### src/pkg/pd_irq_map.svh
// Contract
// - After reset each combined pin is a power-down input; interrupt output is off.
// - Output-select bit 0 of irq_control (11h) makes the pin an active-low interrupt.
// - Each port has its own pin; one port's power-down never touches the other.
// - Low pin while an input powers the port down, same as bit 11 of 00h.
// - A pin held low from reset brings the port up already powered down.
// - Management register accesses keep working while the port is powered down.
// - Setting output-select stops the pin input, so a pin-held port wakes.
// - After reset every interrupt source is disabled.
// - Pin carries interrupts only with global enable bit 1; each source masked in 12h low byte.
// - An enabled interrupt condition drives the pin low at once, without a clock edge.
// - Upper byte of 12h shows one flag per pending source, all visible together.
// - Reading 12h clears together the flags it returns; a flag set during the read stays and keeps the pin low, else the pin returns high.
// - 0003h to 11h sets enable and output-select; 0060h to 12h unmasks ED and link.
// - Energy detect on with no cable activity keeps the port low-power, still watching.
// - Line activity during energy-detect low power runs the normal power-up sequence.
// - In energy-detect mode the transmitter wakes periodically to send energy pulses.
// - Energy detect is enabled and configured through its own register at 1Dh.
`ifndef PD_IRQ_MAP_SVH
`define PD_IRQ_MAP_SVH

// ----------------------------------------------------------------------
// register indices (byte address is four times the index, plus 80h for port b)
// ----------------------------------------------------------------------
`define BASIC_MODE_CONTROL_IDX    5'h00
`define IRQ_CONTROL_IDX           5'h11
`define IRQ_STATUS_MASK_IDX       5'h12
`define ENERGY_DETECT_CONTROL_IDX 5'h1d
`define PORT_SEL_ADDR_HI          11
`define PORT_SEL_ADDR_LO          7
`define PORT_A_SEL                5'h00
`define PORT_B_SEL                5'h01
`define SYS_IRQ_STATUS_ADDR       12'h100
`define SYS_IRQ_MASK_ADDR         12'h104

// ----------------------------------------------------------------------
// fields
// ----------------------------------------------------------------------
`define BMC_POWER_DOWN_BIT        11
`define IRQC_OUTPUT_SEL_BIT       0
`define IRQC_GLOBAL_EN_BIT        1
`define SRC_LINK_CHANGE_BIT       5
`define SRC_ENERGY_CHANGE_BIT     6
`define EDC_ENABLE_BIT            15

// ----------------------------------------------------------------------
// reset values
// ----------------------------------------------------------------------
`define BASIC_MODE_CONTROL_RST    16'h0000
`define IRQ_CONTROL_RST           2'h0
`define IRQ_MASK_RST              8'h00
`define ENERGY_DETECT_CONTROL_RST 16'h0000
`define SYS_IRQ_MASK_RST          4'h0

// ----------------------------------------------------------------------
// timing
// ----------------------------------------------------------------------
`define CLK_MHZ                   40
`define ED_QUIET_US               1000
`define ED_PULSE_PERIOD_US        256
`define ED_POWERUP_US             20

`endif

### src/pkg/pd_irq_pkg.sv
package pd_irq_pkg;

  typedef enum logic [1:0] {
    ED_AWAKE  = 2'b00,
    ED_SLEEP  = 2'b01,
    ED_WAKING = 2'b10
  } ed_state_t;

  typedef logic [15:0] reg16_t;

endpackage

### src/rtl/phy_powerdown_irq_energy_detect.sv
`timescale 1ns/100ps
`include "pd_irq_map.svh"

module phy_powerdown_irq_energy_detect #(
  parameter int unsigned ED_QUIET_CYC  = `ED_QUIET_US * `CLK_MHZ,
  parameter int unsigned ED_PULSE_CYC  = `ED_PULSE_PERIOD_US * `CLK_MHZ,
  parameter int unsigned ED_POWERUP_CYC = `ED_POWERUP_US * `CLK_MHZ
) (
  // clock and reset
  input  wire logic        core_clk_i,
  input  wire logic        nrst_i,
  // apb slave
  input  wire logic        psel_i,
  input  wire logic        penable_i,
  input  wire logic        pwrite_i,
  input  wire logic [11:0] paddr_i,
  input  wire logic [31:0] pwdata_i,
  output logic      [31:0] prdata_o,
  output logic             pready_o,
  output logic             pslverr_o,
  output logic             irq_o,
  // port a combined pin and line side
  input  wire logic        pd_irq_pin_port_a_in_i,
  output logic             pd_irq_pin_port_a_out_o,
  output logic             pd_irq_pin_port_a_oe_n_o,
  input  wire logic        link_up_a_i,
  input  wire logic        line_energy_a_i,
  input  wire logic [7:0]  src_event_a_i,
  output logic             power_down_a_o,
  output logic             low_power_a_o,
  output logic             ed_tx_pulse_a_o,
  // port b combined pin and line side
  input  wire logic        pd_irq_pin_port_b_in_i,
  output logic             pd_irq_pin_port_b_out_o,
  output logic             pd_irq_pin_port_b_oe_n_o,
  input  wire logic        link_up_b_i,
  input  wire logic        line_energy_b_i,
  input  wire logic [7:0]  src_event_b_i,
  output logic             power_down_b_o,
  output logic             low_power_b_o,
  output logic             ed_tx_pulse_b_o
);
  import pd_irq_pkg::*;

  // ----------------------------------------------------------------------
  // bus phases
  // ----------------------------------------------------------------------
  logic        setup_ph;
  logic        access_ph;
  logic        wr_acc;
  logic        rd_acc;
  logic [4:0]  reg_idx;
  logic [4:0]  port_sel;
  logic [1:0]  pin_in;
  logic [1:0]  link_in;
  logic [1:0]  energy_in;
  logic [7:0]  ext_evt   [2];
  wire  [15:0] port_rdata [2];
  wire  [1:0]  port_hit;
  wire  [1:0]  port_mapped;
  wire  [1:0]  pin_oe_n;
  wire  [1:0]  pd_state;
  wire  [1:0]  lp_state;
  wire  [1:0]  tx_pulse;
  wire  [3:0]  sys_ev;
  logic [3:0]  sys_status;
  logic [3:0]  sys_mask;
  logic        sys_st_hit;
  logic        sys_mk_hit;

  assign setup_ph  = psel_i & ~penable_i;
  assign access_ph = psel_i & penable_i;
  assign wr_acc    = access_ph & pwrite_i;
  assign rd_acc    = access_ph & ~pwrite_i;
  assign reg_idx   = paddr_i[6:2];
  assign port_sel  = paddr_i[`PORT_SEL_ADDR_HI:`PORT_SEL_ADDR_LO];
  assign pready_o  = access_ph;
  assign sys_st_hit = (paddr_i == `SYS_IRQ_STATUS_ADDR);
  assign sys_mk_hit = (paddr_i == `SYS_IRQ_MASK_ADDR);

  assign pin_in    = {pd_irq_pin_port_b_in_i, pd_irq_pin_port_a_in_i};
  assign link_in   = {link_up_b_i, link_up_a_i};
  assign energy_in = {line_energy_b_i, line_energy_a_i};
  assign ext_evt[0] = src_event_a_i;
  assign ext_evt[1] = src_event_b_i;

  assign port_hit[0] = (port_sel == `PORT_A_SEL);
  assign port_hit[1] = (port_sel == `PORT_B_SEL);

  // ----------------------------------------------------------------------
  // per-port power-down, interrupt and energy-detect logic
  // ----------------------------------------------------------------------
  for (genvar g = 0; g < 2; g++) begin : port_g
    logic        pin_meta;
    logic        pin_sync;
    logic [15:0] basic_mode_control;
    logic        irq_output_sel;
    logic        irq_global_enable;
    logic [7:0]  irq_mask;
    logic [7:0]  irq_pending;
    logic [7:0]  rd_snap;
    logic [15:0] energy_detect_control;
    logic        link_q;
    logic        link_evt;
    logic        energy_change_pending_evt;
    logic [7:0]  src_now;
    logic [7:0]  src_masked;
    logic        irq_active;
    logic        pd_now;
    logic        power_down;
    ed_state_t   ed_state;
    ed_state_t   next_ed_state;
    logic [19:0] ed_cnt;
    logic [19:0] next_ed_cnt;
    logic        ed_pulse;
    logic        next_ed_pulse;
    logic        ed_en;
    logic        wr_here;
    logic        rd_status_here;

    assign wr_here        = wr_acc & port_hit[g];
    assign rd_status_here = rd_acc & port_hit[g] & (reg_idx == `IRQ_STATUS_MASK_IDX);
    assign ed_en          = energy_detect_control[`EDC_ENABLE_BIT];

    // reset value 0 means powered down until the pin is seen high
    always_ff @(posedge core_clk_i or negedge nrst_i) begin
      if (!nrst_i) begin
        pin_meta <= 1'b0;
        pin_sync <= 1'b0;
      end else begin
        pin_meta <= pin_in[g];
        pin_sync <= pin_meta;
      end
    end

    // management registers, reachable in any power state
    always_ff @(posedge core_clk_i or negedge nrst_i) begin
      if (!nrst_i) begin
        basic_mode_control    <= `BASIC_MODE_CONTROL_RST;
        irq_output_sel        <= 1'b0;
        irq_global_enable     <= 1'b0;
        irq_mask              <= `IRQ_MASK_RST;
        energy_detect_control <= `ENERGY_DETECT_CONTROL_RST;
      end else if (wr_here) begin
        case (reg_idx)
          `BASIC_MODE_CONTROL_IDX: basic_mode_control <= pwdata_i[15:0];
          `IRQ_CONTROL_IDX: begin
            irq_output_sel    <= pwdata_i[`IRQC_OUTPUT_SEL_BIT];
            irq_global_enable <= pwdata_i[`IRQC_GLOBAL_EN_BIT];
          end
          `IRQ_STATUS_MASK_IDX: irq_mask <= pwdata_i[7:0];
          `ENERGY_DETECT_CONTROL_IDX: energy_detect_control <= pwdata_i[15:0];
          default: ;
        endcase
      end
    end

    // interrupt sources
    always_ff @(posedge core_clk_i or negedge nrst_i) begin
      if (!nrst_i) begin
        link_q <= 1'b0;
      end else begin
        link_q <= link_in[g];
      end
    end

    assign link_evt = link_in[g] ^ link_q;

    always_comb begin
      src_now = ext_evt[g];
      src_now[`SRC_LINK_CHANGE_BIT]   = src_now[`SRC_LINK_CHANGE_BIT] | link_evt;
      src_now[`SRC_ENERGY_CHANGE_BIT] = src_now[`SRC_ENERGY_CHANGE_BIT]
                                        | energy_change_pending_evt;
    end

    assign src_masked = src_now & irq_mask;

    // flags captured in setup are the ones cleared at the access edge
    always_ff @(posedge core_clk_i or negedge nrst_i) begin
      if (!nrst_i) begin
        rd_snap <= 8'h00;
      end else if (setup_ph) begin
        rd_snap <= irq_pending;
      end
    end

    // new events win over the read clear
    always_ff @(posedge core_clk_i or negedge nrst_i) begin
      if (!nrst_i) begin
        irq_pending <= 8'h00;
      end else if (rd_status_here) begin
        irq_pending <= (irq_pending & ~rd_snap) | src_masked;
      end else begin
        irq_pending <= irq_pending | src_masked;
      end
    end

    // pin drive is combinational so an event pulls it low at once
    assign irq_active = irq_global_enable & (|irq_pending | |src_masked);
    assign pin_oe_n[g] = ~(irq_output_sel & irq_active);

    // power state
    assign pd_now = basic_mode_control[`BMC_POWER_DOWN_BIT]
                    | (~irq_output_sel & ~pin_sync);

    always_ff @(posedge core_clk_i or negedge nrst_i) begin
      if (!nrst_i) begin
        power_down <= 1'b1;
      end else begin
        power_down <= pd_now;
      end
    end

    // energy detect sequencer
    always_comb begin
      next_ed_state = ed_state;
      next_ed_cnt   = ed_cnt + 20'h00001;
      next_ed_pulse = 1'b0;
      case (ed_state)
        ED_AWAKE: begin
          if (!ed_en || energy_in[g] || power_down) begin
            next_ed_cnt = 20'h00000;
          end else if (ed_cnt == 20'(ED_QUIET_CYC - 1)) begin
            next_ed_state = ED_SLEEP;
            next_ed_cnt   = 20'h00000;
          end
        end
        ED_SLEEP: begin
          if (!ed_en || energy_in[g]) begin
            next_ed_state = ED_WAKING;
            next_ed_cnt   = 20'h00000;
          end else if (ed_cnt == 20'(ED_PULSE_CYC - 1)) begin
            next_ed_pulse = 1'b1;
            next_ed_cnt   = 20'h00000;
          end
        end
        ED_WAKING: begin
          if (ed_cnt == 20'(ED_POWERUP_CYC - 1)) begin
            next_ed_state = ED_AWAKE;
            next_ed_cnt   = 20'h00000;
          end
        end
        default: begin
          next_ed_state = ED_AWAKE;
          next_ed_cnt   = 20'h00000;
        end
      endcase
    end

    always_ff @(posedge core_clk_i or negedge nrst_i) begin
      if (!nrst_i) begin
        ed_state <= ED_AWAKE;
        ed_cnt   <= 20'h00000;
        ed_pulse <= 1'b0;
        energy_change_pending_evt <= 1'b0;
      end else begin
        ed_state <= next_ed_state;
        ed_cnt   <= next_ed_cnt;
        ed_pulse <= next_ed_pulse;
        energy_change_pending_evt <= (next_ed_state == ED_SLEEP) != (ed_state == ED_SLEEP);
      end
    end

    // read data and event hand-off to the shared part
    assign port_mapped[g] = (reg_idx == `BASIC_MODE_CONTROL_IDX)
                          | (reg_idx == `IRQ_CONTROL_IDX)
                          | (reg_idx == `IRQ_STATUS_MASK_IDX)
                          | (reg_idx == `ENERGY_DETECT_CONTROL_IDX);
    assign port_rdata[g] =
      (reg_idx == `BASIC_MODE_CONTROL_IDX)    ? basic_mode_control :
      (reg_idx == `IRQ_CONTROL_IDX)           ? {14'h0000, irq_global_enable, irq_output_sel} :
      (reg_idx == `IRQ_STATUS_MASK_IDX)       ? {irq_pending, irq_mask} :
      (reg_idx == `ENERGY_DETECT_CONTROL_IDX) ? energy_detect_control : 16'h0000;
    assign pd_state[g] = power_down;
    assign lp_state[g] = (ed_state == ED_SLEEP);
    assign tx_pulse[g] = ed_pulse;
    assign sys_ev[2*g]   = |src_masked;
    assign sys_ev[2*g+1] = pd_now & ~power_down;
  end

  // ----------------------------------------------------------------------
  // pins and line-side outputs
  // ----------------------------------------------------------------------
  always_ff @(posedge core_clk_i or negedge nrst_i) begin
    if (!nrst_i) begin
      pd_irq_pin_port_a_out_o <= 1'b0;
      pd_irq_pin_port_b_out_o <= 1'b0;
    end else begin
      pd_irq_pin_port_a_out_o <= 1'b0;
      pd_irq_pin_port_b_out_o <= 1'b0;
    end
  end

  assign pd_irq_pin_port_a_oe_n_o = pin_oe_n[0];
  assign pd_irq_pin_port_b_oe_n_o = pin_oe_n[1];
  assign power_down_a_o  = pd_state[0];
  assign power_down_b_o  = pd_state[1];
  assign low_power_a_o   = lp_state[0];
  assign low_power_b_o   = lp_state[1];
  assign ed_tx_pulse_a_o = tx_pulse[0];
  assign ed_tx_pulse_b_o = tx_pulse[1];

  // ----------------------------------------------------------------------
  // system interrupt status and mask
  // ----------------------------------------------------------------------
  always_ff @(posedge core_clk_i or negedge nrst_i) begin
    if (!nrst_i) begin
      sys_mask <= `SYS_IRQ_MASK_RST;
    end else if (wr_acc && sys_mk_hit) begin
      sys_mask <= pwdata_i[3:0];
    end
  end

  always_ff @(posedge core_clk_i or negedge nrst_i) begin
    if (!nrst_i) begin
      sys_status <= 4'h0;
    end else if (wr_acc && sys_st_hit) begin
      sys_status <= (sys_status & ~pwdata_i[3:0]) | sys_ev;
    end else begin
      sys_status <= sys_status | sys_ev;
    end
  end

  assign irq_o = |(sys_status & sys_mask);

  // ----------------------------------------------------------------------
  // read data and error, registered in the setup cycle
  // ----------------------------------------------------------------------
  always_ff @(posedge core_clk_i or negedge nrst_i) begin
    if (!nrst_i) begin
      prdata_o  <= 32'h0000_0000;
      pslverr_o <= 1'b0;
    end else if (setup_ph) begin
      pslverr_o <= 1'b0;
      prdata_o  <= 32'h0000_0000;
      if (sys_st_hit) begin
        prdata_o <= {28'h0000000, sys_status};
      end else if (sys_mk_hit) begin
        prdata_o <= {28'h0000000, sys_mask};
      end else if (port_hit[0] && port_mapped[0] && paddr_i[1:0] == 2'b00) begin
        prdata_o <= {16'h0000, port_rdata[0]};
      end else if (port_hit[1] && port_mapped[1] && paddr_i[1:0] == 2'b00) begin
        prdata_o <= {16'h0000, port_rdata[1]};
      end else begin
        pslverr_o <= 1'b1;
      end
    end
  end

endmodule // phy_powerdown_irq_energy_detect

### config.mk
export PLATFORM = sky130hd
export DESIGN_NAME = phy_powerdown_irq_energy_detect
export DESIGN_NICKNAME = d
export VERILOG_FILES = /design/src/pkg/pd_irq_pkg.sv /design/src/rtl/phy_powerdown_irq_energy_detect.sv
export VERILOG_INCLUDE_DIRS = /design/src /design/src/pkg
export SDC_FILE = /design/constraint.sdc
export NUM_CORES = 1
export LEC_CHECK = 0
export BUFFER_PORTS_ARGS = -buffer_cell sky130_fd_sc_hd__buf_2
export CORE_MARGIN = 1.5
export CORE_UTILIZATION = 30
export CTS_CLUSTER_DIAMETER = 200
export CTS_CLUSTER_SIZE = 8
export DETAILED_ROUTE_END_ITERATION = 16
export SYNTH_ARGS = -nofsm -noshare
export SYNTH_HDL_FRONTEND = slang
export SYNTH_SLANG_ARGS = --single-unit
### constraint.sdc
create_clock -name core_clk_i -period 2.2 [get_ports core_clk_i]
set_clock_uncertainty 0.15 [all_clocks]
set_input_delay 0.33 -clock core_clk_i [delete_from_list [all_inputs] [get_ports core_clk_i]]
set_output_delay 0.33 -clock core_clk_i [all_outputs]
set_load 0.05 [all_outputs]
# Word-level counts from Yosys, hierarchy flattened
# Cells that the tools add are included.
[word_totals] in_bits=71 reg_bits=213 word_cells=189 output_inout_bits=45
[classes] muxes=47 add_sub_neg=2 eq_ne=20 reduce_logical=30 bitwise=56
[op_table] op="2-to-1 mux 20 bit" n=10
[op_table] op="2-to-1 mux 16 bit" n=12
[op_table] op="case mux 20 bit (3 select lines)" n=2
[op_table] op="adder 20 x 1 -> 20 bit, second input constant" n=2
[op_table] op="== test 20 x 10 -> 1 bit, second input constant" n=2
[op_table] op="== test 20 x 14 -> 1 bit, second input constant" n=2
[op_table] op="== test 20 x 16 -> 1 bit, second input constant" n=2
[op_table] op="AND 8 bit" n=4
[op_table] op="OR 8 bit" n=4
[op_table] op="OR reduction 8 bit" n=4
[op_table] op="== test 12 x 9 -> 1 bit, second input constant" n=2
[op_table] op="AND 1 bit" n=18
[op_table] op="2-to-1 mux 2 bit" n=8
[op_table] op="2-to-1 mux 8 bit" n=2
[op_table] op="NOT 8 bit" n=2
[op_table] op="AND reduction 2 bit" n=8
[op_table] op="== test 5 bit, second input constant" n=3
[op_table] op="case mux 2 bit (3 select lines)" n=2
[op_table] op="OR 1 bit" n=11
[op_table] op="zero test 5 bit" n=2
[op_table] op="2-to-1 mux 1 bit" n=10
[op_table] op="NOT 1 bit" n=10
[op_table] op="AND 4 bit" n=2
[op_table] op="== test 2 x 1 -> 1 bit, second input constant" n=4
[op_table] op="other kinds (12)" n=27

# Depth between registers and ports, before layout
# Gate-level depths: netlist of run 1.
[depth] word_depth=10 ltp_mapped=9 depth_no_buf=6

# Worst setup path after synthesis of run 1
# OpenSTA, ideal clock, no wires.
[synth_timing] kind="register to output" startpoint="register port_g[1].irq_mask[1]" endpoint="output pd_irq_pin_port_b_oe_n_o" slack_ns=-0.035 t_required_ns=1.720 t_arrival_ns=1.755 path_stages_with_launch=5 path_buffers=0 cell_sequence="dfrtp_1 > a22o_1 > a221oi_1 > nand4_1 > o211ai_1"
[synth_between] elab_chain_cells=6
[synth_lines] item="from (decl)" line_no="phy_powerdown_irq_energy_detect.sv:99" rtl="logic [7:0] irq_mask;"
[synth_lines] item="from (signal assigned)" line_no="phy_powerdown_irq_energy_detect.sv:142" rtl="irq_mask <= `IRQ_MASK_RST;"
[synth_lines] item="from (signal assigned)" line_no="phy_powerdown_irq_energy_detect.sv:151" rtl="`IRQ_STATUS_MASK_IDX: irq_mask <= pwdata_i[7:0];"
[synth_lines] item="AND 8 bit" line_no="phy_powerdown_irq_energy_detect.sv:176" rtl="assign src_masked = src_now & irq_mask;"
[synth_lines] item="OR reduction 8 bit" line_no="phy_powerdown_irq_energy_detect.sv:199" rtl="assign irq_active = irq_global_enable & (|irq_pending | |src_masked);"
[synth_lines] item="OR 1 bit" line_no="phy_powerdown_irq_energy_detect.sv:199"
[synth_lines] item="AND 1 bit" line_no="phy_powerdown_irq_energy_detect.sv:199"
[synth_lines] item="AND 1 bit" line_no="phy_powerdown_irq_energy_detect.sv:200" rtl="assign pin_oe_n[g] = ~(irq_output_sel & irq_active);"
[synth_lines] item="NOT 1 bit" line_no="phy_powerdown_irq_energy_detect.sv:200"
[synth_lines] item="to (decl)" line_no="phy_powerdown_irq_energy_detect.sv:35" rtl="output logic pd_irq_pin_port_b_oe_n_o,"
# No other way between the ends.

# Final worst setup path of run 1
# Same ends and word-level chain as after synthesis.

==> results.py, run 1 <==
metrics = {
    "critical_path": {
        "worstPathRequired_ns": 1.72,
        "crit_path_max_incr_delay_ns": 0.39,
        "cpMostUsedCell": "buf_4",
        "cp.depth": 6,
        "crit_slowest_cell": "dfrtp_1",
        "crit_end": "pd_irq_pin_port_b_oe_n_o",
        "r2r_slack_ns": -0.11,
        "cp-end-kind": "output port",
        "cp-start-kind": "flop",
        "r2r-end": "port_g[1].ed_cnt[6]$_DFF_PN0_",
        "cp_max_fo": 2,
        "path_delay_family": "compound AO/OA/AOI/OAI gates",
        "critPathLaunch": "port_g[1].irq_mask[1]$_DFFE_PN0P_",
        "path_buf_inv": 2,
        "worstPathCellList": "a22o_1 -> a221oi_2 -> nand4_1 -> buf_4 -> o211ai_1 -> buf_4",
        "r2r_cells": 7,
        "worstSetupPathType": "flop to output port",
        "r2r_start": "port_g[1].ed_cnt[17]$_DFF_PN0_",
        "arrival_ns": 2.05,
    },
    "route": {
        "drt_iter0_drc": 548,
        "wl_um": 26800,
        "post_drt_wl_per_cell_um": 18.4,
        "drc": 0,
        "vias": 7261,
        "via_per_inst": 4.99,
        "antenna_left": 0,
        "firstDrtPassIters": 5,
    },
    "placement": {
        "numPortBuffers": 81,
        "post-dp-hpwl_um": 19100,
        "dp_cells": 1397,
        "dpl_cell_area_um2": 11000,
        "pre_cts_ws_ns": -0.169,
        "routabilityCongestion": 0.845,
    },
    "layout": {
        "final_cell_mix": "dfrtp_1, nand2_1, buf_4, buf_2, mux2_2",
        "seqCellArea_um2": 4930,
        "syn_to_final_growth_pct": 28.6,
        "drive_gt1_frac": 0.370,
        "fin_area_um2": 12100,
        "layout_commonest_cell": "dfrtp_1",
        "multi_input_area_um2": 4340,
        "fill_cells": 2992,
        "final_nets": 1118,
        "final-instance-count-excl-fill": 1456,
    },
    "logic_synthesis": {
        "ys_seq_elements": 197,
        "synth_ff_type": "dfrtp_1",
        "synth_seq_area_share": 0.526,
        "synth_area_um2": 9370,
        "avgSynthCellArea_um2": 11.0,
        "synth_enable_flop_cells": 0,
        "synth_warnings": 0,
        "postSynthCellCount": 852,
        "async_flop_share": 1.00,
        "synth_cell_types": 70,
    },
    "timing": {
        "drv_slew": 0,
        "rsz0062_at_grt": "true",
        "fin_crit_sh": 1.15,
        "holdWs_ns": 0.0238,
        "layout_setup_ws_ns": -0.333,
        "worst_pin_slew_ns": 0.614,
        "hold_viol": 0,
        "fin_crit_ns": 2.53,
        "max_freq_mhz": 395,
        "maxSlewHeadroom": 0.585,
        "setup-violations-final": 38,
    },
    "floorplanning": {
        "core-area_um2": 30700,
        "die-area_um2": 32300,
        "die_h_um": 180,
        "rows": 64,
        "io_pins": 116,
        "start_util": 0.306,
        "fp.dieW_um": 180,
    },
    "run_status": {
        "status": "complete, but fails checks",
        "violations": "setup timing",
    },
    "cts": {
        "clock_sinks": 197,
        "clockBufferDepth": 2,
        "cts_made_buffers": 17,
        "path_clk_slew_ns": 0.08,
        "cts_tree": "done",
        "cts-htree-levels": 4,
        "cts-root-buf": "clkbuf_16",
        "clk_latency_ns": 0.44,
    },
    "pwr": {
        "ir_drop_uv": 513,
        "power_w": 0.00760,
        "pwr-share-clk": 0.426,
        "combPwrFrac": 0.080,
        "switching_share": 0.272,
        "leakage_nw": 5.49,
        "power_frac_seq": 0.494,
        "power_density_nw_per_um2": 630,
        "p_int_w": 0.00553,
        "switchingPower_w": 0.00207,
    },
    "global_routing": {
        "met2_usage": 0.276,
        "track_usage": 0.168,
        "grt_util_met1": 0.226,
        "antenna_found_initial": 3,
        "overflow": 0,
        "grt_pass1_vias": 7565,
        "grtUsageMet3": 0.0340,
        "grt_pass1_wl_um": 42500,
        "grt.busiest_layer": "met2",
        "grt_max_degree": 54,
    },
    "worst_hold_path": {
        "whs_path_depth": 2,
        "hp-class": "primary input to flop",
    },
    "run": {
        "cap_violations": 0,
    },
}
## worst min-delay path by stage
stage | startpoint | endpoint | slack [ns]
after CTS | pwdata_i[9] | port_g[1].basic_mode_control[9]$_DFFE_PN0P_ | 0.007
after detailed placement | nrst_i | prdata_o[1]$_DFFE_PN0P_ | 0.18
after global placement | nrst_i | prdata_o[1]$_DFFE_PN0P_ | 0.18
final | src_event_b_i[0] | port_g[1].irq_pending[0]$_DFF_PN0_ | 0.02
after floorplan | nrst_i | ed_tx_pulse_a_o$_DFF_PN0_ | -0.12
after global routing | src_event_b_i[0] | port_g[1].irq_pending[0]$_DFF_PN0_ | 0.01
## kinds of logic after synthesis
logic type,synth area share
AND/OR/NAND/NOR,0.171
flip-flops,0.526
AO/OA/AOI/OAI,0.108
multiplexers,0.113
buffers and inverters,0.0425
XOR/XNOR,0.0364
adder cells (fa/ha/maj),0.00267
other,0.000400
## flip-flops by register name, summed over array words and instances (netlist names), 4 cells and up
| name | cells |
|---|---|
| port_g.ed_cnt | 40 |
| port_g.energy_detect_control | 32 |
| sys_status | 4 |
| port_g.ed_state | 4 |
| sys_mask | 4 |
| port_g.irq_mask | 16 |
| port_g.rd_snap | 16 |
| port_g.irq_pending | 16 |
| prdata_o | 16 |
| port_g.basic_mode_control | 32 |
## area by class of cell
class                           count  area share
Sequential cell                   197       0.409
Multi-Input combinational cell    602       0.360
Timing Repair Buffer              211       0.133
Inverter                           16     0.00498
Clock buffer                       17      0.0353
Antenna cell                        2    0.000415
Tap cell                          396      0.0411
Clock inverter                     15      0.0160
## per-stage QoR
stage                     utilization  setup TNS (ns)
after CTS                       0.384          -0.667
after detailed placement        0.357           -3.29
after global routing            0.393           -6.28
after floorplan                     -               0
after global placement          0.357           -2.85
final                           0.393           -2.76
## cell usage after synthesis (3+ instances only)
master | count | area [um2]
and2_1 | 3 | 18.8
nand3b_1 | 4 | 30.0
inv_1 | 16 | 60.1
a21bo_2 | 4 | 40.0
buf_2 | 15 | 75.1
nand2_1 | 124 | 465
a22o_1 | 22 | 193
a221oi_1 | 6 | 52.6
nor4_2 | 4 | 50.1
dfrtp_1 | 195 | 4880
o211ai_1 | 3 | 22.5
nor3_1 | 16 | 80.1
a21o_1 | 4 | 30.0
a32o_1 | 11 | 110
o21ai_0 | 9 | 45.0
xnor2_1 | 25 | 219
nand2b_1 | 6 | 37.5
a22oi_1 | 27 | 203
a21oi_1 | 10 | 50.1
xor2_1 | 14 | 123
nand3_1 | 45 | 225
mux2_2 | 78 | 878
a31oi_1 | 5 | 31.3
clkbuf_1 | 13 | 48.8
and3_1 | 4 | 25.0
or3_1 | 7 | 43.8
mux2_4 | 10 | 150
or2_2 | 3 | 18.8
nand4_1 | 7 | 43.8
buf_4 | 22 | 165
buf_6 | 3 | 33.8
a221o_1 | 7 | 70.1
nor2_1 | 60 | 225
nor2b_1 | 6 | 37.5
or4_1 | 6 | 45.0
nor4_1 | 12 | 75.1
mux2i_1 | 3 | 30.0
nor4b_1 | 4 | 35.0
## per-layer routing
metal / routed length [um] / up-vias / share of wire
met5: 13 / - / 0.00049
met4: 404 / 2 / 0.015
met3: 1030 / 20 / 0.039
met2: 12800 / 141 / 0.48
met1: 12500 / 3686 / 0.47
li1: - / 3412 / -
## what timing repair did
action,in CTS,in global routing
endpoints found under the hold margin,55,0
pin swaps,11,30
cloned,4,0
setup endpoints to repair,42,42
gates resized for setup,11,72
hold buffers,9,0
setup buffers,5,7
## power groups by stage
stage	logic [W]	registers, W	clock network (W)
global route	0.000662	0.00377	0.00345
finish	0.000609	0.00376	0.00323
detailed placement	0.000598	0.00383	0
floorplan	0.000269	0.00385	0
global placement	0.000591	0.00383	0
CTS	0.000615	0.00376	0.00331
## worst reg2reg max path: stages, from the launching register on
cell and delay [ns]:
dfrtp_1 0.40, or4_4 0.58, nor4_4 0.34, a31oi_1 0.15
a211oi_2 0.16, buf_4 0.20, buf_8 0.15, a21oi_2 0.05
No activity file was read; power rests on OpenSTA's default activity.
==> run 2: changes to the inputs <==
- CTS_BUF_LIST: default -> sky130_fd_sc_hd__clkbuf_4 sky130_fd_sc_hd__clkbuf_8
- SKIP_CTS_REPAIR_TIMING: default -> 1
==> results.py, run 2 (same netlist as run 1, synthesis figures left out) <==
metrics = {
    "placement": {
        "numPortBuffers": 81,
        "pre_cts_ws_ns": -0.169,
        "dp_cells": 1397,
        "post-dp-hpwl_um": 19100,
        "routabilityCongestion": 0.845,
    },
    "critical_path": {
        "r2r_slack_ns": -0.04,
        "cp-end-kind": "output port",
        "worstPathRequired_ns": 1.72,
        "arrival_ns": 2.11,
        "r2r_start": "port_g[0].ed_cnt[17]$_DFF_PN0_",
        "cp_max_fo": 2,
        "worstSetupPathType": "flop to output port",
        "cp-start-kind": "flop",
        "r2r_cells": 6,
        "r2r-end": "port_g[0].ed_cnt[1]$_DFF_PN0_",
    },
    "floorplanning": {
        "start_util": 0.306,
        "core-area_um2": 30700,
        "fp.dieW_um": 180,
        "die_h_um": 180,
        "rows": 64,
        "io_pins": 116,
        "die-area_um2": 32300,
    },
    "timing": {
        "maxSlewHeadroom": 0.580,
        "worst_pin_slew_ns": 0.622,
        "fin_crit_ns": 2.59,
        "fin_crit_sh": 1.18,
        "max_freq_mhz": 386,
        "hold_viol": 0,
        "layout_setup_ws_ns": -0.392,
        "drv_slew": 0,
        "setup-violations-final": 23,
        "rsz0062_at_grt": "true",
    },
    "layout": {
        "drive_gt1_frac": 0.346,
        "final-instance-count-excl-fill": 1463,
        "syn_to_final_growth_pct": 26.4,
        "regMostFlops": "port_g.ed_cnt",
        "finish.utilization": 0.386,
        "reg_top3": "port_g.ed_cnt (40), port_g.basic_mode_control (32), port_g.energy_detect_control (32)",
        "final_cell_mix": "dfrtp_1, nand2_1, buf_4, mux2_2, buf_2",
        "final_nets": 1125,
        "largest_register_ffs": 40,
        "layout_commonest_cell": "dfrtp_1",
    },
    "cts": {
        "clockBufferDepth": 2,
        "clk_latency_ns": 0.48,
        "cts-root-buf": "clkbuf_8",
        "cts_tree": "done",
        "cts-htree-levels": 4,
        "clock_sinks": 197,
        "path_clk_slew_ns": 0.12,
        "cts_made_buffers": 17,
    },
    "route": {
        "via_per_inst": 5.02,
        "wl_um": 26600,
        "firstDrtPassIters": 5,
        "vias": 7346,
        "drc": 0,
        "antenna_left": 0,
        "post_drt_wl_per_cell_um": 18.2,
        "drt_iter0_drc": 544,
    },
    "worst_hold_path": {
        "whs_path_depth": 3,
        "hold_end": "port_g[0].irq_pending[6]$_DFF_PN0_",
        "hp-class": "primary input to flop",
        "min_from": "src_event_a_i[6]",
    },
    "pwr": {
        "leakage_nw": 5.43,
        "ir_drop_uv": 361,
        "power_w": 0.00685,
        "power_density_nw_per_um2": 578,
    },
    "run": {
        "cap_violations": 0,
    },
    "global_routing": {
        "antenna_found_initial": 3,
        "grt_pass1_vias": 7428,
        "grt_pass1_wl_um": 41500,
        "grt_max_degree": 54,
        "overflow": 0,
        "track_usage": 0.164,
    },
    "run_status": {
        "status": "complete, but fails checks",
        "violations": "setup timing",
    },
}
run 2: worst max path at each step:
stage                                      startpoint                  endpoint  slack (ns)  cells past startpoint
finish              port_g[1].irq_mask[1]$_DFFE_PN0P_  pd_irq_pin_port_b_oe_n_o       -0.39                      6
global route        port_g[1].irq_mask[1]$_DFFE_PN0P_  pd_irq_pin_port_b_oe_n_o       -0.51                      6
CTS                 port_g[1].irq_mask[1]$_DFFE_PN0P_  pd_irq_pin_port_b_oe_n_o       -0.51                      6
detailed placement                         paddr_i[3]   sys_mask[1]$_DFFE_PN0P_       -0.17                      7
global placement                           paddr_i[3]   sys_mask[3]$_DFFE_PN0P_       -0.14                      7
floorplan           port_g[1].irq_mask[1]$_DFFE_PN0P_  pd_irq_pin_port_b_oe_n_o        0.03                      4
run 2: worst max-delay path: stages (launching register included):
cell,delay [ns]
dfrtp_1,0.40
a22o_1,0.22
a221oi_2,0.25
nand4_1,0.13
buf_4,0.17
o211ai_1,0.22
buf_4,0.24
run 2: area by class of cell:
type                    count  area (um2)
clock inverters            15         193
flip-flops and latches    197        4930
clock buffers              17         234
fillers                  3016       18800
repair buffers            218        1670
inverters                  16        60.1
multi-input cells         602        4260
diodes                      2        5.00
well taps                 396         495
run 2: power by group:
group | internal, W | total (W) | leakage, nW | switching (W)
registers | 0.00369 | 0.00376 | 2.70 | 0.0000635
clock network | 0.000974 | 0.00246 | 0.205 | 0.00149
logic | 0.000210 | 0.000627 | 2.52 | 0.000417
total | 0.00488 | 0.00685 | 5.43 | 0.00197
run 2: stage by stage:
stage               cell area [um2]  TNS (ns)  hold WS [ns]
finish                        11900     -1.08        0.0115
global route                  11800     -5.02       0.00649
CTS                           11400     -2.86        -0.345
detailed placement            11000     -3.29         0.184
global placement              11000     -2.85         0.176
floorplan                      9450         0        -0.116
run 2: per-layer routing:
| layer | up-vias | GRT usage | share of wire |
|---|---|---|---|
| met5 | - | 0 | 0.00049 |
| met4 | 2 | 0.0370 | 0.013 |
| met3 | 28 | 0.0332 | 0.043 |
| met2 | 166 | 0.272 | 0.48 |
| met1 | 3728 | 0.220 | 0.46 |
| li1 | 3422 | - | - |
==> run 3: changes to the inputs <==
- CORE_ASPECT_RATIO: default -> 0.9
==> results.py, run 3 (same netlist as run 1, synthesis figures left out) <==
metrics = {
    "timing": {
        "maxSlewHeadroom": 0.443,
        "drv_slew": 0,
        "rsz0062_at_grt": "true",
        "setup-violations-final": 31,
        "fin_crit_ns": 2.58,
        "fin_crit_sh": 1.17,
        "layout_setup_ws_ns": -0.384,
        "max_freq_mhz": 387,
        "hold_viol": 0,
        "worst_pin_slew_ns": 0.825,
    },
    "placement": {
        "pre_cts_ws_ns": -0.119,
        "dpl_cell_area_um2": 11100,
        "dp_cells": 1419,
        "post-dp-hpwl_um": 19300,
        "numPortBuffers": 81,
        "routabilityCongestion": 0.883,
    },
    "global_routing": {
        "grt_max_degree": 47,
        "track_usage": 0.164,
        "grt_pass1_wl_um": 40500,
        "grt_pass1_vias": 7061,
        "overflow": 0,
        "antenna_found_initial": 1,
    },
    "worst_hold_path": {
        "hold_end": "port_g[0].energy_detect_control[13]$_DFFE_PN0P_",
        "whs_path_depth": 2,
        "hp-class": "primary input to flop",
        "min_from": "pwdata_i[13]",
    },
    "layout": {
        "syn_to_final_growth_pct": 28.0,
        "finish.utilization": 0.389,
        "final_cell_mix": "dfrtp_1, nand2_1, buf_4, mux2_2, buf_2",
        "final-instance-count-excl-fill": 1487,
        "reg_top3": "port_g.ed_cnt (40), port_g.basic_mode_control (32), port_g.energy_detect_control (32)",
        "layout_commonest_cell": "dfrtp_1",
        "largest_register_ffs": 40,
        "final_nets": 1137,
        "fin_area_um2": 12000,
        "drive_gt1_frac": 0.359,
        "regMostFlops": "port_g.ed_cnt",
    },
    "route": {
        "wl_um": 26800,
        "post_drt_wl_per_cell_um": 18.0,
        "drt_iter0_drc": 568,
        "vias": 7407,
        "via_per_inst": 4.98,
        "drc": 0,
        "antenna_left": 0,
        "firstDrtPassIters": 5,
    },
    "critical_path": {
        "cp_max_fo": 2,
        "cp-start-kind": "flop",
        "worstSetupPathType": "flop to output port",
        "cp-end-kind": "output port",
        "r2r-end": "port_g[0].ed_cnt[1]$_DFF_PN0_",
        "arrival_ns": 2.10,
        "worstPathRequired_ns": 1.72,
        "r2r_start": "port_g[0].ed_cnt[16]$_DFF_PN0_",
        "r2r_cells": 8,
        "r2r_slack_ns": -0.09,
    },
    "cts": {
        "cts_tree": "done",
        "path_clk_slew_ns": 0.11,
        "clk_latency_ns": 0.49,
        "clock_sinks": 197,
        "cts_made_buffers": 17,
        "cts-root-buf": "clkbuf_8",
        "cts-htree-levels": 4,
        "clockBufferDepth": 2,
    },
    "pwr": {
        "power_w": 0.00673,
        "ir_drop_uv": 367,
        "leakage_nw": 5.48,
        "power_density_nw_per_um2": 561,
    },
    "run_status": {
        "violations": "setup timing",
        "status": "complete, but fails checks",
    },
    "floorplanning": {
        "die_h_um": 171,
        "core-area_um2": 30800,
        "die-area_um2": 32300,
        "fp.dieW_um": 189,
        "io_pins": 116,
        "start_util": 0.304,
        "rows": 61,
    },
    "run": {
        "cap_violations": 0,
    },
}
[run 3: area by class of cell]
cell class	instances	area, um2
fill	3068	18800
sequential	197	4930
antenna	1	2.50
timing repair buffer	230	1790
multi-input combinational	602	4320
clock inverter	12	119
clock buffer	20	263
tap	409	512
inverter	16	60.1
[run 3: worst max path at each step]
stage | from | to | slack [ns] | cells after the start
finish | port_g[1].irq_mask[1]$_DFFE_PN0P_ | pd_irq_pin_port_b_oe_n_o | -0.38 | 6
global route | port_g[1].irq_mask[4]$_DFFE_PN0P_ | pd_irq_pin_port_b_oe_n_o | -0.51 | 6
CTS | port_g[1].irq_mask[1]$_DFFE_PN0P_ | pd_irq_pin_port_b_oe_n_o | -0.51 | 6
detailed placement | paddr_i[9] | port_g[1].basic_mode_control[15]$_DFFE_PN0P_ | -0.12 | 7
global placement | paddr_i[9] | port_g[1].basic_mode_control[15]$_DFFE_PN0P_ | -0.1 | 7
floorplan | port_g[1].irq_mask[1]$_DFFE_PN0P_ | pd_irq_pin_port_b_oe_n_o | 0.03 | 4
[run 3: stage by stage]
stage / hold WS (ns) / setup TNS, ns
6_report: 0.0268 / -1.86
2_1_floorplan: -0.116 / 0
3_3_place_gp: 0.160 / -4.72
5_1_grt: 0.0100 / -5.05
3_5_place_dp: 0.162 / -5.74
4_1_cts: -0.371 / -3.34
[run 3: routing by layer]
metal / share of wire / wire, um / global-route usage
met1: 0.47 / 12600 / 0.234
met3: 0.060 / 1610 / 0.0332
met5: 0 / 0 / 0
met4: 0.013 / 354 / 0.0400
met2: 0.45 / 12200 / 0.254
[run 3: critical path, cell delays in order, from the launching register on]
cell,delay [ns]
dfrtp_1,0.39
a22o_1,0.21
a221oi_2,0.26
nand4_1,0.14
buf_4,0.18
o211ai_1,0.21
buf_4,0.24
[run 3: power breakdown]
part,leakage (nW),total (W),switching [W],internal [W]
sequential,2.70,0.00376,0.0000637,0.00369
combinational,2.58,0.000632,0.000413,0.000219
clock,0.193,0.00234,0.00137,0.000974
